**src/logic/cbrm_pkg.sv**
```systemverilog
package cbrm_pkg;

  localparam int ADDR_W      = 9;
  localparam int DATA_W      = 8;
  localparam int NUM_RW      = 19;
  localparam int NUM_LAT     = 11;
  localparam int LIMIT_DEPTH = 32;
  localparam int LIMIT_AW    = 5;
  localparam int SYNC_W      = 19;

  typedef logic [ADDR_W-1:0] cbrm_addr_t;
  typedef logic [DATA_W-1:0] cbrm_byte_t;

  typedef enum logic [1:0] {
    CBRM_IDLE = 2'h0,
    CBRM_ACK  = 2'h1
  } cbrm_bus_t;

  // synchronised bus vector layout
  localparam int SYNC_CS_N = 18;
  localparam int SYNC_RD   = 17;
  localparam int SYNC_A_HI = 16;
  localparam int SYNC_A_LO = 8;
  localparam logic [SYNC_W-1:0] SYNC_RST = 19'h40000;

  localparam cbrm_byte_t ZERO_BYTE = 8'h00;
  // arbitrary identification values
  localparam cbrm_byte_t MAC_REVISION   = 8'h5A;
  localparam cbrm_byte_t SYSIF_REVISION = 8'hA5;

  // plain read/write registers, all clear to zero
  localparam cbrm_addr_t RW_OFS [NUM_RW] = '{
    9'h000, 9'h001, 9'h002, 9'h005, 9'h008, 9'h011, 9'h013, 9'h015, 9'h019, 9'h01D,
    9'h02D, 9'h02F, 9'h100, 9'h101, 9'h105, 9'h107, 9'h109, 9'h10B, 9'h10F};
  localparam int IX_MAC_MODE_0     = 0;
  localparam int IX_MAC_COMPARE    = 4;
  localparam int IX_RING_MASK_0    = 5;
  localparam int IX_RING_MASK_1    = 6;
  localparam int IX_TOKEN_MASK     = 7;
  localparam int IX_CNT_INC_MASK   = 8;
  localparam int IX_CNT_OVF_MASK   = 9;
  localparam int IX_EXC_MASK       = 10;
  localparam int IX_INT_MASK       = 11;
  localparam int IX_SYSIF_MODE_0   = 12;
  localparam int IX_SYSIF_MODE_1   = 13;
  localparam int IX_MASTER_NOTIFY  = 14;
  localparam int IX_STATE_NOTIFY   = 15;
  localparam int IX_SERVICE_NOTIFY = 16;
  localparam int IX_NOSPACE_NOTIFY = 17;
  localparam int IX_REQUEST_NOTIFY = 18;

  // event latches and attention registers, conditional write
  localparam cbrm_addr_t LAT_OFS [NUM_LAT] = '{
    9'h010, 9'h012, 9'h014, 9'h018, 9'h01C, 9'h028, 9'h02C, 9'h106, 9'h108, 9'h10A, 9'h10E};
  localparam cbrm_byte_t LAT_RST [NUM_LAT] = '{
    8'h00, 8'h00, 8'h00, 8'h00, 8'h00, 8'h00, 8'h00, 8'h07, 8'h0F, 8'hFF, 8'h00};
  localparam int L_RING_0  = 0;
  localparam int L_RING_1  = 1;
  localparam int L_TOKEN   = 2;
  localparam int L_CNT_INC = 3;
  localparam int L_CNT_OVF = 4;
  localparam int L_INTERN  = 5;
  localparam int L_EXC     = 6;
  localparam int L_STATE   = 7;
  localparam int L_SERVICE = 8;
  localparam int L_NOSPACE = 9;
  localparam int L_REQUEST = 10;

  localparam cbrm_addr_t OFS_MAC_REV     = 9'h007;
  localparam cbrm_addr_t OFS_RX_STATUS   = 9'h00C;
  localparam cbrm_addr_t OFS_TX_STATUS   = 9'h00E;
  localparam cbrm_addr_t OFS_INT_COND    = 9'h02E;
  localparam cbrm_addr_t OFS_PTR_RAM     = 9'h102;
  localparam cbrm_addr_t OFS_MAILBOX     = 9'h103;
  localparam cbrm_addr_t OFS_MASTER_ATTN = 9'h104;
  localparam cbrm_addr_t OFS_LIMIT_ADDR  = 9'h10C;
  localparam cbrm_addr_t OFS_LIMIT_DATA  = 9'h10D;
  localparam cbrm_addr_t OFS_SYSIF_CMP   = 9'h11F;

endpackage

```
**src/logic/cbrm_regbank.sv**
```systemverilog
// Summary of operation
// - address bit 8 selects MAC or system group
// - controller reads and writes registers over bus
// - mac mode 0 always read/write, resets 00
// - both system mode registers read/write, reset zero
// - receiver status read-only, writes dropped, resets 00
// - transmitter status read-only, writes ignored, resets zero
// - interrupt condition read-only; its mask writable
// - ring latch 0 conditional write; mask always
// - token/timer latch conditional; mask always; reset zero
// - counter increment latch conditional; mask always writable
// - counter overflow latch conditional; mask always writable
// - internal event latch readable, conditional write, zero
// - exception status conditional; exception mask always writable
// - master attention read-only, resets 00
// - state attention conditional write, resets 07
// - service attention conditional write, resets 0F
// - no-space attention conditional write, resets FF
// - limit RAM reached only through address/data
// - byte bit 7 is most significant
// - system compare read/write, kept across reset
`timescale 1ns/100ps
module cbrm_regbank
  import cbrm_pkg::*;
(
  input  wire logic              REF_CLK,
  input  wire logic              RST_N,
  input  wire logic              CB_CS_N,
  input  wire logic              CB_READ,
  input  wire logic [ADDR_W-1:0] CB_ADDR,
  input  wire logic [DATA_W-1:0] CB_DIN,
  output logic      [DATA_W-1:0] CB_DOUT,
  output logic                   CB_DOE,
  output logic                   CB_ACK_N,
  input  wire logic [DATA_W-1:0] RX_STATUS,
  input  wire logic [DATA_W-1:0] TX_STATUS,
  input  wire logic [DATA_W-1:0] EV_RING_0,
  input  wire logic [DATA_W-1:0] EV_RING_1,
  input  wire logic [DATA_W-1:0] EV_TOKEN_TIMER,
  input  wire logic [DATA_W-1:0] EV_CNT_INC,
  input  wire logic [DATA_W-1:0] EV_CNT_OVF,
  input  wire logic [DATA_W-1:0] EV_INTERNAL,
  input  wire logic [DATA_W-1:0] EV_EXCEPTION,
  input  wire logic [DATA_W-1:0] EV_STATE,
  input  wire logic [DATA_W-1:0] EV_SERVICE,
  input  wire logic [DATA_W-1:0] EV_NO_SPACE,
  input  wire logic [DATA_W-1:0] EV_REQUEST,
  output logic      [DATA_W-1:0] MAC_MODE_0,
  output logic      [DATA_W-1:0] SYSIF_MODE_0,
  output logic      [DATA_W-1:0] SYSIF_MODE_1,
  output logic      [DATA_W-1:0] INT_CONDITION,
  output logic      [DATA_W-1:0] MASTER_ATTN
);

  logic [SYNC_W-1:0] bus_sync1_ff;
  logic [SYNC_W-1:0] bus_sync2_ff;
  cbrm_bus_t         bus_state_ff;
  cbrm_bus_t         nxt_bus_state;
  logic              sel;
  logic              start;
  logic              acc_wr;
  logic              acc_rd;
  cbrm_addr_t        acc_addr;
  cbrm_byte_t        acc_data;
  cbrm_byte_t        rd_data;
  cbrm_byte_t        dout_ff;
  logic              doe_ff;
  logic              ack_n_ff;
  cbrm_byte_t        rw_ff      [NUM_RW];
  cbrm_byte_t        lat_ff     [NUM_LAT];
  cbrm_byte_t        nxt_lat    [NUM_LAT];
  cbrm_byte_t        ev         [NUM_LAT];
  cbrm_byte_t        rx_status_ff;
  cbrm_byte_t        tx_status_ff;
  cbrm_byte_t        int_cond_ff;
  cbrm_byte_t        nxt_int_cond;
  cbrm_byte_t        master_attn_ff;
  cbrm_byte_t        nxt_master_attn;
  cbrm_byte_t        ptr_ram_ff;
  cbrm_byte_t        mailbox_ff;
  cbrm_byte_t        sysif_cmp_ff;
  cbrm_byte_t        limit_addr_ff;
  cbrm_byte_t        limit_ram  [LIMIT_DEPTH];

  // write strobe for one offset
  function automatic logic wr_hit(input logic wr, input cbrm_addr_t a, input cbrm_addr_t ofs);
    wr_hit = wr && (a == ofs);
  endfunction

  // masked any-bit-set
  function automatic logic any_masked(input cbrm_byte_t v, input cbrm_byte_t m);
    any_masked = |(v & m);
  endfunction

  assign ev[L_RING_0]  = EV_RING_0;
  assign ev[L_RING_1]  = EV_RING_1;
  assign ev[L_TOKEN]   = EV_TOKEN_TIMER;
  assign ev[L_CNT_INC] = EV_CNT_INC;
  assign ev[L_CNT_OVF] = EV_CNT_OVF;
  assign ev[L_INTERN]  = EV_INTERNAL;
  assign ev[L_EXC]     = EV_EXCEPTION;
  assign ev[L_STATE]   = EV_STATE;
  assign ev[L_SERVICE] = EV_SERVICE;
  assign ev[L_NOSPACE] = EV_NO_SPACE;
  assign ev[L_REQUEST] = EV_REQUEST;

  // pin synchroniser, two stages
  always_ff @(posedge REF_CLK) begin
    if (!RST_N) begin
      bus_sync1_ff <= SYNC_RST;
      bus_sync2_ff <= SYNC_RST;
    end else begin
      bus_sync1_ff <= {CB_CS_N, CB_READ, CB_ADDR, CB_DIN};
      bus_sync2_ff <= bus_sync1_ff;
    end
  end

  assign sel      = !bus_sync2_ff[SYNC_CS_N];
  assign start    = sel && (bus_state_ff == CBRM_IDLE);
  assign acc_rd   = start && bus_sync2_ff[SYNC_RD];
  assign acc_wr   = start && !bus_sync2_ff[SYNC_RD];
  assign acc_addr = bus_sync2_ff[SYNC_A_HI:SYNC_A_LO];
  assign acc_data = bus_sync2_ff[DATA_W-1:0];  // bit 7 is the msb

  // one access per select assertion
  always_comb begin
    nxt_bus_state = bus_state_ff;
    case (bus_state_ff)
      CBRM_IDLE: begin
        if (sel) begin
          nxt_bus_state = CBRM_ACK;
        end
      end
      CBRM_ACK: begin
        if (!sel) begin
          nxt_bus_state = CBRM_IDLE;
        end
      end
      default: begin
        nxt_bus_state = CBRM_IDLE;
      end
    endcase
  end

  always_ff @(posedge REF_CLK) begin
    if (!RST_N) begin
      bus_state_ff <= CBRM_IDLE;
    end else begin
      bus_state_ff <= nxt_bus_state;
    end
  end

  // read mux; group split by address bit 8
  always_comb begin
    rd_data = ZERO_BYTE;  // reserved reads as zero
    case (acc_addr)
      OFS_MAC_REV:     rd_data = MAC_REVISION;
      OFS_RX_STATUS:   rd_data = rx_status_ff;
      OFS_TX_STATUS:   rd_data = tx_status_ff;
      OFS_INT_COND:    rd_data = int_cond_ff;
      OFS_PTR_RAM:     rd_data = ptr_ram_ff;
      OFS_MAILBOX:     rd_data = mailbox_ff;
      OFS_MASTER_ATTN: rd_data = master_attn_ff;
      OFS_LIMIT_ADDR:  rd_data = limit_addr_ff;
      OFS_LIMIT_DATA:  rd_data = limit_ram[limit_addr_ff[LIMIT_AW-1:0]];
      OFS_SYSIF_CMP:   rd_data = sysif_cmp_ff;
      default: begin
        for (int i = 0; i < NUM_RW; i++) begin
          if (acc_addr == RW_OFS[i]) begin
            rd_data = rw_ff[i];
          end
        end
        for (int i = 0; i < NUM_LAT; i++) begin
          if (acc_addr == LAT_OFS[i]) begin
            rd_data = lat_ff[i];
          end
        end
      end
    endcase
  end

  // bus answer
  always_ff @(posedge REF_CLK) begin
    if (!RST_N) begin
      dout_ff  <= ZERO_BYTE;
      doe_ff   <= 1'b0;
      ack_n_ff <= 1'b1;
    end else if (start) begin
      dout_ff  <= acc_rd ? rd_data : ZERO_BYTE;
      doe_ff   <= acc_rd;
      ack_n_ff <= 1'b0;
    end else if (!sel) begin
      doe_ff   <= 1'b0;
      ack_n_ff <= 1'b1;
    end
  end

  // plain read/write registers
  always_ff @(posedge REF_CLK) begin
    for (int i = 0; i < NUM_RW; i++) begin
      if (!RST_N) begin
        rw_ff[i] <= ZERO_BYTE;
      end else if (wr_hit(acc_wr, acc_addr, RW_OFS[i])) begin
        rw_ff[i] <= acc_data;
      end
    end
  end

  // conditional write against group compare; events win
  always_comb begin
    for (int i = 0; i < NUM_LAT; i++) begin
      nxt_lat[i] = lat_ff[i];
      if (wr_hit(acc_wr, acc_addr, LAT_OFS[i]) &&
          (lat_ff[i] == (LAT_OFS[i][ADDR_W-1] ? sysif_cmp_ff : rw_ff[IX_MAC_COMPARE]))) begin
        nxt_lat[i] = acc_data;
      end
      nxt_lat[i] = nxt_lat[i] | ev[i];
    end
  end

  always_ff @(posedge REF_CLK) begin
    for (int i = 0; i < NUM_LAT; i++) begin
      if (!RST_N) begin
        lat_ff[i] <= LAT_RST[i];
      end else begin
        lat_ff[i] <= nxt_lat[i];
      end
    end
  end

  // status snapshots; bus writes never reach them
  always_ff @(posedge REF_CLK) begin
    if (!RST_N) begin
      rx_status_ff <= ZERO_BYTE;
      tx_status_ff <= ZERO_BYTE;
    end else begin
      rx_status_ff <= RX_STATUS;
      tx_status_ff <= TX_STATUS;
    end
  end

  // interrupt condition from latches and masks
  always_comb begin
    nxt_int_cond    = ZERO_BYTE;
    nxt_int_cond[0] = any_masked(lat_ff[L_RING_0], rw_ff[IX_RING_MASK_0]);
    nxt_int_cond[1] = any_masked(lat_ff[L_RING_1], rw_ff[IX_RING_MASK_1]);
    nxt_int_cond[2] = any_masked(lat_ff[L_TOKEN], rw_ff[IX_TOKEN_MASK]);
    nxt_int_cond[3] = any_masked(lat_ff[L_CNT_INC], rw_ff[IX_CNT_INC_MASK]);
    nxt_int_cond[4] = any_masked(lat_ff[L_CNT_OVF], rw_ff[IX_CNT_OVF_MASK]);
    nxt_int_cond[5] = any_masked(lat_ff[L_EXC], rw_ff[IX_EXC_MASK]);
    nxt_int_cond[6] = |lat_ff[L_INTERN];
    nxt_int_cond[7] = any_masked(master_attn_ff, rw_ff[IX_MASTER_NOTIFY]);
  end

  // master attention from attention and notify pairs
  always_comb begin
    nxt_master_attn    = ZERO_BYTE;
    nxt_master_attn[0] = any_masked(lat_ff[L_STATE], rw_ff[IX_STATE_NOTIFY]);
    nxt_master_attn[1] = any_masked(lat_ff[L_SERVICE], rw_ff[IX_SERVICE_NOTIFY]);
    nxt_master_attn[2] = any_masked(lat_ff[L_NOSPACE], rw_ff[IX_NOSPACE_NOTIFY]);
    nxt_master_attn[3] = any_masked(lat_ff[L_REQUEST], rw_ff[IX_REQUEST_NOTIFY]);
  end

  always_ff @(posedge REF_CLK) begin
    if (!RST_N) begin
      int_cond_ff    <= ZERO_BYTE;
      master_attn_ff <= ZERO_BYTE;
    end else begin
      int_cond_ff    <= nxt_int_cond;
      master_attn_ff <= nxt_master_attn;
    end
  end

  // mailbox holds revision code until overwritten
  always_ff @(posedge REF_CLK) begin
    if (!RST_N) begin
      mailbox_ff <= SYSIF_REVISION;
    end else if (wr_hit(acc_wr, acc_addr, OFS_MAILBOX)) begin
      mailbox_ff <= acc_data;
    end
  end

  // registers untouched by reset
  always_ff @(posedge REF_CLK) begin
    if (wr_hit(acc_wr, acc_addr, OFS_PTR_RAM)) begin
      ptr_ram_ff <= acc_data;
    end
    if (wr_hit(acc_wr, acc_addr, OFS_SYSIF_CMP)) begin
      sysif_cmp_ff <= acc_data;
    end
    if (wr_hit(acc_wr, acc_addr, OFS_LIMIT_ADDR)) begin
      limit_addr_ff <= acc_data;
    end
  end

  // limit RAM, indirect only
  always_ff @(posedge REF_CLK) begin
    if (wr_hit(acc_wr, acc_addr, OFS_LIMIT_DATA)) begin
      limit_ram[limit_addr_ff[LIMIT_AW-1:0]] <= acc_data;
    end
  end

  assign CB_DOUT       = dout_ff;
  assign CB_DOE        = doe_ff;
  assign CB_ACK_N      = ack_n_ff;
  assign MAC_MODE_0    = rw_ff[IX_MAC_MODE_0];
  assign SYSIF_MODE_0  = rw_ff[IX_SYSIF_MODE_0];
  assign SYSIF_MODE_1  = rw_ff[IX_SYSIF_MODE_1];
  assign INT_CONDITION = int_cond_ff;
  assign MASTER_ATTN   = master_attn_ff;
endmodule

```
**config.mk**
```make
export PLATFORM = sky130hd
export DESIGN_NAME = cbrm_regbank
export DESIGN_NICKNAME = d
export VERILOG_FILES = /design/src/logic/cbrm_pkg.sv /design/src/logic/cbrm_regbank.sv
export SDC_FILE = /design/constraint.sdc
export NUM_CORES = 1
export LEC_CHECK = 0
export BUFFER_PORTS_ARGS = -buffer_cell sky130_fd_sc_hd__buf_2
export CORE_MARGIN = 2
export CORE_UTILIZATION = 40
export CTS_CLUSTER_DIAMETER = 30
export DETAILED_ROUTE_END_ITERATION = 8
export PLACE_DENSITY = 0.65
export SYNTH_ARGS = -nofsm -noshare
export SYNTH_HDL_FRONTEND = slang
export SYNTH_SLANG_ARGS = --single-unit
```
**constraint.sdc**
```tcl
create_clock -name REF_CLK -period 3.06 [get_ports REF_CLK]
set_clock_uncertainty 0.2 [all_clocks]
set_input_delay 0.612 -clock REF_CLK [delete_from_list [all_inputs] [get_ports REF_CLK]]
set_output_delay 0.612 -clock REF_CLK [all_outputs]
set_load 0.02 [all_outputs]
```
==> results of run 1 <==
-- stage by stage --
step	setup WS [ps]	utilization	hold WS (ps)	area, um2
3_3_place_gp	4.34	0.451	201	30400
4_1_cts	18.4	0.532	1.88	35900
2_1_floorplan	216	-	186	27300
3_5_place_dp	40.8	0.451	212	30400
6_report	12.1	0.534	26.9	36000
5_1_grt	-43.9	0.534	35.4	36000
-- critical path: stages (launching register included) --
cell and delay (ps):
dfxtp_2 520, buf_12 230, or4b_1 180, nor3_2 60, buf_12 160, a2111oi_0 570
o211ai_1 290, a2111oi_0 510, o31ai_1 120
-- cell type report --
| type | instances | area (um2) |
|---|---|---|
| Clock inverter | 86 | 1120 |
| Inverter | 83 | 313 |
| Multi-Input combinational cell | 1236 | 9770 |
| Clock buffer | 143 | 3280 |
| Antenna cell | 3 | 7.51 |
| Tap cell | 873 | 1090 |
| Timing Repair Buffer | 507 | 3870 |
| Fill cell | 5520 | 31400 |
| Sequential cell | 610 | 16600 |
-- routing by layer --
layer / track usage / share of wire
met2: 0.428 / 0.44
met5: 0 / 0.00071
met1: 0.404 / 0.41
met4: 0.103 / 0.033
met3: 0.0812 / 0.11
-- worst max-delay path by stage --
stage / to / cells after the start / slack [ps]
after CTS: CB_DOUT[5]$_SDFFE_PN0P_ / 10 / 20
final: CB_DOUT[7]$_SDFFE_PN0P_ / 8 / 10
after global placement: CB_DOUT[1]$_SDFFE_PN0P_ / 9 / 4
after detailed placement: CB_DOUT[2]$_SDFFE_PN0P_ / 10 / 40
after floorplan: rw_ff[1][24]$_SDFFCE_PN0P_ / 8 / 220
after global routing: CB_DOUT[1]$_SDFFE_PN0P_ / 9 / -40
-- timing repair --
item,4_1_cts,5_1_grt
endpoints found under the hold margin,110,0
resized for setup,2,17
hold buffers,110,0
endpoints found under the setup margin,2,229
pin swaps,0,2
setup buffers,0,4
-- cell usage in the layout (no fill, tap or decap), drive strengths merged, types with 39 or more instances in the layout --
cell type	instances
clkinv	39
nand2	94
xnor2	40
a21oi	104
xor2	49
dlygate4sd3	110
and3	81
and2	139
buf	397
nor2	86
a22oi	87
edfxtp	432
clkbuf	143
inv	95
mux4	76
mux2i	80
dfxtp	178
-- sequential cells by signal (all words and copies together), names as in the netlist, 19 cells and up, named ones only --
| name | count |
|---|---|
| bus_sync2_ff | 19 |
| bus_sync1_ff | 19 |
| limit_ram | 256 |
| lat_ff | 88 |
| rw_ff | 152 |
-- power by group --
part | internal (mW) | switching [mW] | total (mW)
sequential | 9.02 | 0.335 | 9.36
combinational | 0.496 | 0.682 | 1.18
clock | 9.16 | 4.69 | 13.9
total | 18.7 | 5.71 | 24.4
-- logic make-up after synthesis --
| group | after synthesis | share of synthesized area |
|---|---|---|
| simple gates | 586 | 0.124 |
| other cells | 1 | 0.000137 |
| buf+inv | 258 | 0.0421 |
| flops | 610 | 0.605 |
| xor+xnor | 89 | 0.0285 |
| fa+ha+maj | 2 | 0.000916 |
| compound gates | 368 | 0.0936 |
| mux | 187 | 0.105 |
==> results.sh, run 1 <==
export IMPL_cp_startpoint="bus_sync2_ff[11]$_SDFF_PN0_"
export IMPL_power_mw=24.4
export IMPL_dieArea_um2=70400
export IMPL_slew_viol_final=0
export IMPL_start_util=0.405
export IMPL_hold_path_class="in -> reg"
export IMPL_p_leak_nw=14.0
export IMPL_pin_count=175
export IMPL_coreArea_um2=67400
export IMPL_ys_top_cells_by_count="edfxtp_1, dfxtp_1, and2_1, a21oi_1, clkbuf_1"
export IMPL_syn_to_final_growth_pct=31.9
export IMPL_grtUsageTotal=0.288
export IMPL_synth_cell_area_um2=27300
export IMPL_cts_tree="done"
export IMPL_gp_congestion=1.03
export IMPL_overflow=0
export IMPL_dp_cells=3195
export IMPL_drive_above_1_share=0.290
export IMPL_p_per_area_nw_per_um2=677
export IMPL_drc=0
export IMPL_ys_flop_type="edfxtp_1"
export IMPL_synth_largest_area_cell="edfxtp_1"
export IMPL_vdd_drop_max_mv=0.488
export IMPL_grt_pass1_wl_um=147000
export IMPL_clkTransAtPathRegs_ps=50
export IMPL_worstSkewPairLatency_ps=720
export IMPL_cts_root_buf="clkbuf_16"
export IMPL_numCtsBuffers=120
export IMPL_syn_avg_cell_area_um2=13.0
export IMPL_synth_edf_count=432
export IMPL_min_from="RST_N"
export IMPL_num_vias=21100
export IMPL_die_h_um=265
export IMPL_post_route_period_util=0.996
export IMPL_crit_path_end_kind="register"
export IMPL_synthArstFlopShare=0
export IMPL_fmax_ghz=0.328
export IMPL_clockBufferDepth=3
export IMPL_htree_levels=3
export IMPL_whs_path_depth=2
export IMPL_dr_pass1_iters=7
export IMPL_worstSetupStartpointType="register"
export IMPL_max_cap_violations=0
export IMPL_vias_per_cell=5.95
export IMPL_drt_total_wl_um=103000
export IMPL_cts_sinks=610
export IMPL_io_buffer_count=170
export IMPL_reg2reg_from="bus_sync2_ff[11]$_SDFF_PN0_"
export IMPL_wire_per_inst_um=29.0
export IMPL_yosysWarnings=0
export IMPL_grt_pass1_vias=21100
export IMPL_dp_hpwl_um=72500
export IMPL_finalCriticalPeriod_ps=3050
export IMPL_yosysTopAreaCellShare=0.475
export IMPL_r2r_end="CB_DOUT[7]$_SDFFE_PN0P_"
export IMPL_r2r_slack_ps=10
export IMPL_fin_nets=2685
export IMPL_yosysSeqAreaShare=0.605
export IMPL_antenna_found_initial=8
export IMPL_worstSetupPathType="reg -> reg"
export IMPL_min_to="CB_ACK_N$_SDFFE_PN1P_"
export IMPL_setup_viol=0
export IMPL_critPathArrivalTime_ps=3370
export IMPL_syn_instance_count=2101
export IMPL_slew_headroom=0.310
export IMPL_postRouteAntennaNets=0
export IMPL_synthTopCellsByArea="edfxtp_1, dfxtp_1, mux4_2, and2_1, mux2i_1"
export IMPL_grt_max_degree=73
export IMPL_dr_first_iter_drc_count=2730
export IMPL_crit_path_max_fanout=22
export IMPL_fin_cells=3541
export IMPL_die_w_um=265
export IMPL_synth_seq_cells=610
export IMPL_crit_required_ps=3380
export IMPL_tns_ps=0
export IMPL_r2r_cells=8
export IMPL_status="finished clean"
export IMPL_synth_most_common_cell="edfxtp_1"
export IMPL_hold_viol=0
export IMPL_yosysUniqueCellTypes=84
export IMPL_worst_slew_pin_transition_ps=1040
export IMPL_rows=95
Note: power is estimated with default switching activity, not from simulation.
==> run 2, diff against run 1 <==
Settings changed: SETUP_SLACK_MARGIN from default to 0.2.
==> results.sh, run 2 (same netlist as run 1, synthesis figures left out) <==
export IMPL_fmax_ghz=0.343
export IMPL_finalCriticalPeriod_ps=2920
export IMPL_critPathArrivalTime_ps=3240
export IMPL_max_cap_violations=0
export IMPL_dr_pass1_iters=7
export IMPL_clockBufferDepth=3
export IMPL_cts_sinks=610
export IMPL_r2r_cells=8
export IMPL_largest_reg_flops=256
export IMPL_p_per_area_nw_per_um2=664
export IMPL_die_w_um=265
export IMPL_fin_cells=3583
export IMPL_dieArea_um2=70400
export IMPL_seqCellArea_um2=16600
export IMPL_grt_pass1_wl_um=149000
export IMPL_cts_root_buf="clkbuf_16"
export IMPL_final_util=0.546
export IMPL_r2r_end="CB_DOUT[3]$_SDFFE_PN0P_"
export IMPL_fin_nets=2730
export IMPL_design_area_um2=36800
export IMPL_die_h_um=265
export IMPL_rsz0062_at_grt="true"
export IMPL_numCtsBuffers=120
export IMPL_critPathBufInv=3
export IMPL_syn_to_final_growth_pct=34.7
export IMPL_drt_met1_wl_um=42400
export IMPL_highest_layer="met5"
export IMPL_grt_max_degree=73
export IMPL_dp_slack_ps=40.8
export IMPL_crit_path_top_delay_cell="mux4_2"
export IMPL_finalWorstSetupSlack_ps=142
export IMPL_cp_cell_sequence="buf_12 > buf_12 > mux4_2 > mux4_2 > a22o_1 > o311ai_2 > buf_4 > a31oi_1"
export IMPL_tns_ps=0
export IMPL_rows=95
export IMPL_dr_first_iter_drc_count=3062
export IMPL_dp_cells=3195
export IMPL_num_vias=21400
export IMPL_final_common_cell="edfxtp_1"
export IMPL_htree_levels=3
export IMPL_drt_total_wl_um=105000
export IMPL_crit_family="multiplexers"
export IMPL_postRouteAntennaNets=0
export IMPL_grtUsageTotal=0.292
export IMPL_dr_wl_met3_um=12300
export IMPL_worstSetupStartpointType="register"
export IMPL_crit_path_max_fanout=6
export IMPL_multi_input_area_um2=9990
export IMPL_antenna_found_initial=7
export IMPL_p_leak_nw=14.4
export IMPL_wl_met2_um=46300
export IMPL_overflow=0
export IMPL_worstSkewPairLatency_ps=720
export IMPL_pin_count=175
export IMPL_crit_path_end_kind="register"
export IMPL_vdd_drop_max_mv=0.495
export IMPL_vias_per_cell=5.98
export IMPL_cts_tree="done"
export IMPL_gp_congestion=1.03
export IMPL_hold_viol=0
export IMPL_setup_viol=0
export IMPL_slew_viol_final=0
export IMPL_r2r_slack_ps=140
export IMPL_num_antenna_cells=0
export IMPL_worst_slew_pin_transition_ps=1040
export IMPL_wire_per_inst_um=29.3
export IMPL_dp_hpwl_um=72500
export IMPL_hold_path_class="in -> reg"
export IMPL_max_stage_delay_ps=550
export IMPL_post_route_period_util=0.953
export IMPL_coreArea_um2=67400
export IMPL_placed_area_um2=30400
export IMPL_nFillCells=5445
export IMPL_start_util=0.405
export IMPL_io_buffer_count=170
export IMPL_min_from="RST_N"
export IMPL_power_mw=24.4
export IMPL_clkTransAtPathRegs_ps=60
export IMPL_grt_pass1_vias=21200
export IMPL_status="finished clean"
export IMPL_drive_above_1_share=0.317
export IMPL_min_to="CB_ACK_N$_SDFFE_PN1P_"
export IMPL_whs_path_depth=2
export IMPL_slew_headroom=0.304
export IMPL_hold_slack_ps=28.1
export IMPL_worstSetupPathType="reg -> reg"
export IMPL_crit_required_ps=3380
export IMPL_drc=0
export IMPL_final_cell_mix="edfxtp_1, buf_4, buf_2, dfxtp_1, and2_1"
[run 2: metal layers]
layer  vias to the layer above  track usage
met3                       248       0.0786
met1                     10700        0.407
met4                        10        0.106
li1                       8985            -
met5                         -            0
met2                      1482        0.438
[run 2: final cells by class]
| type | count | area share |
|---|---|---|
| Clock buffer | 143 | 0.0891 |
| Clock inverter | 86 | 0.0305 |
| Inverter | 83 | 0.00850 |
| Multi-Input combinational cell | 1236 | 0.271 |
| Sequential cell | 610 | 0.450 |
| Tap cell | 873 | 0.0297 |
| Timing Repair Buffer | 552 | 0.121 |
[run 2: worst reg2reg max path: stages, from the launching register on]
cell and delay (ps):
dfxtp_4 380, buf_12 140, buf_12 120, mux4_2 530, mux4_2 550, a22o_1 310
o311ai_2 260, buf_4 180, a31oi_1 40
[run 2: worst max path at each step]
stage | end | cells past startpoint | start | slack [ps]
detailed placement | CB_DOUT[2]$_SDFFE_PN0P_ | 10 | bus_sync2_ff[8]$_SDFF_PN0_ | 40
floorplan | rw_ff[1][24]$_SDFFCE_PN0P_ | 8 | bus_sync2_ff[12]$_SDFF_PN0_ | 220
global route | CB_DOUT[3]$_SDFFE_PN0P_ | 8 | register | 110
global placement | CB_DOUT[1]$_SDFFE_PN0P_ | 9 | bus_sync2_ff[15]$_SDFF_PN0_ | 4
CTS | CB_DOUT[2]$_SDFFE_PN0P_ | 8 | register | 130
finish | CB_DOUT[3]$_SDFFE_PN0P_ | 8 | register | 140
[run 2: where the power goes]
group	leakage (nW)	internal (mW)	switching (mW)	total (mW)
sequential	5.63	9.02	0.337	9.36
combinational	6.64	0.515	0.691	1.21
clock	2.09	9.16	4.71	13.9
total	14.4	18.7	5.74	24.4
[run 2: timing repair]
item / in CTS / in global routing
endpoints found under the hold margin: 110 / 0
endpoints found under the setup margin: 304 / 237
gates cloned: 3 / 3
hold buffers: 110 / 0
buffers inserted: 9 / 34
pin swaps: 3 / 20
gates resized for setup: 22 / 64
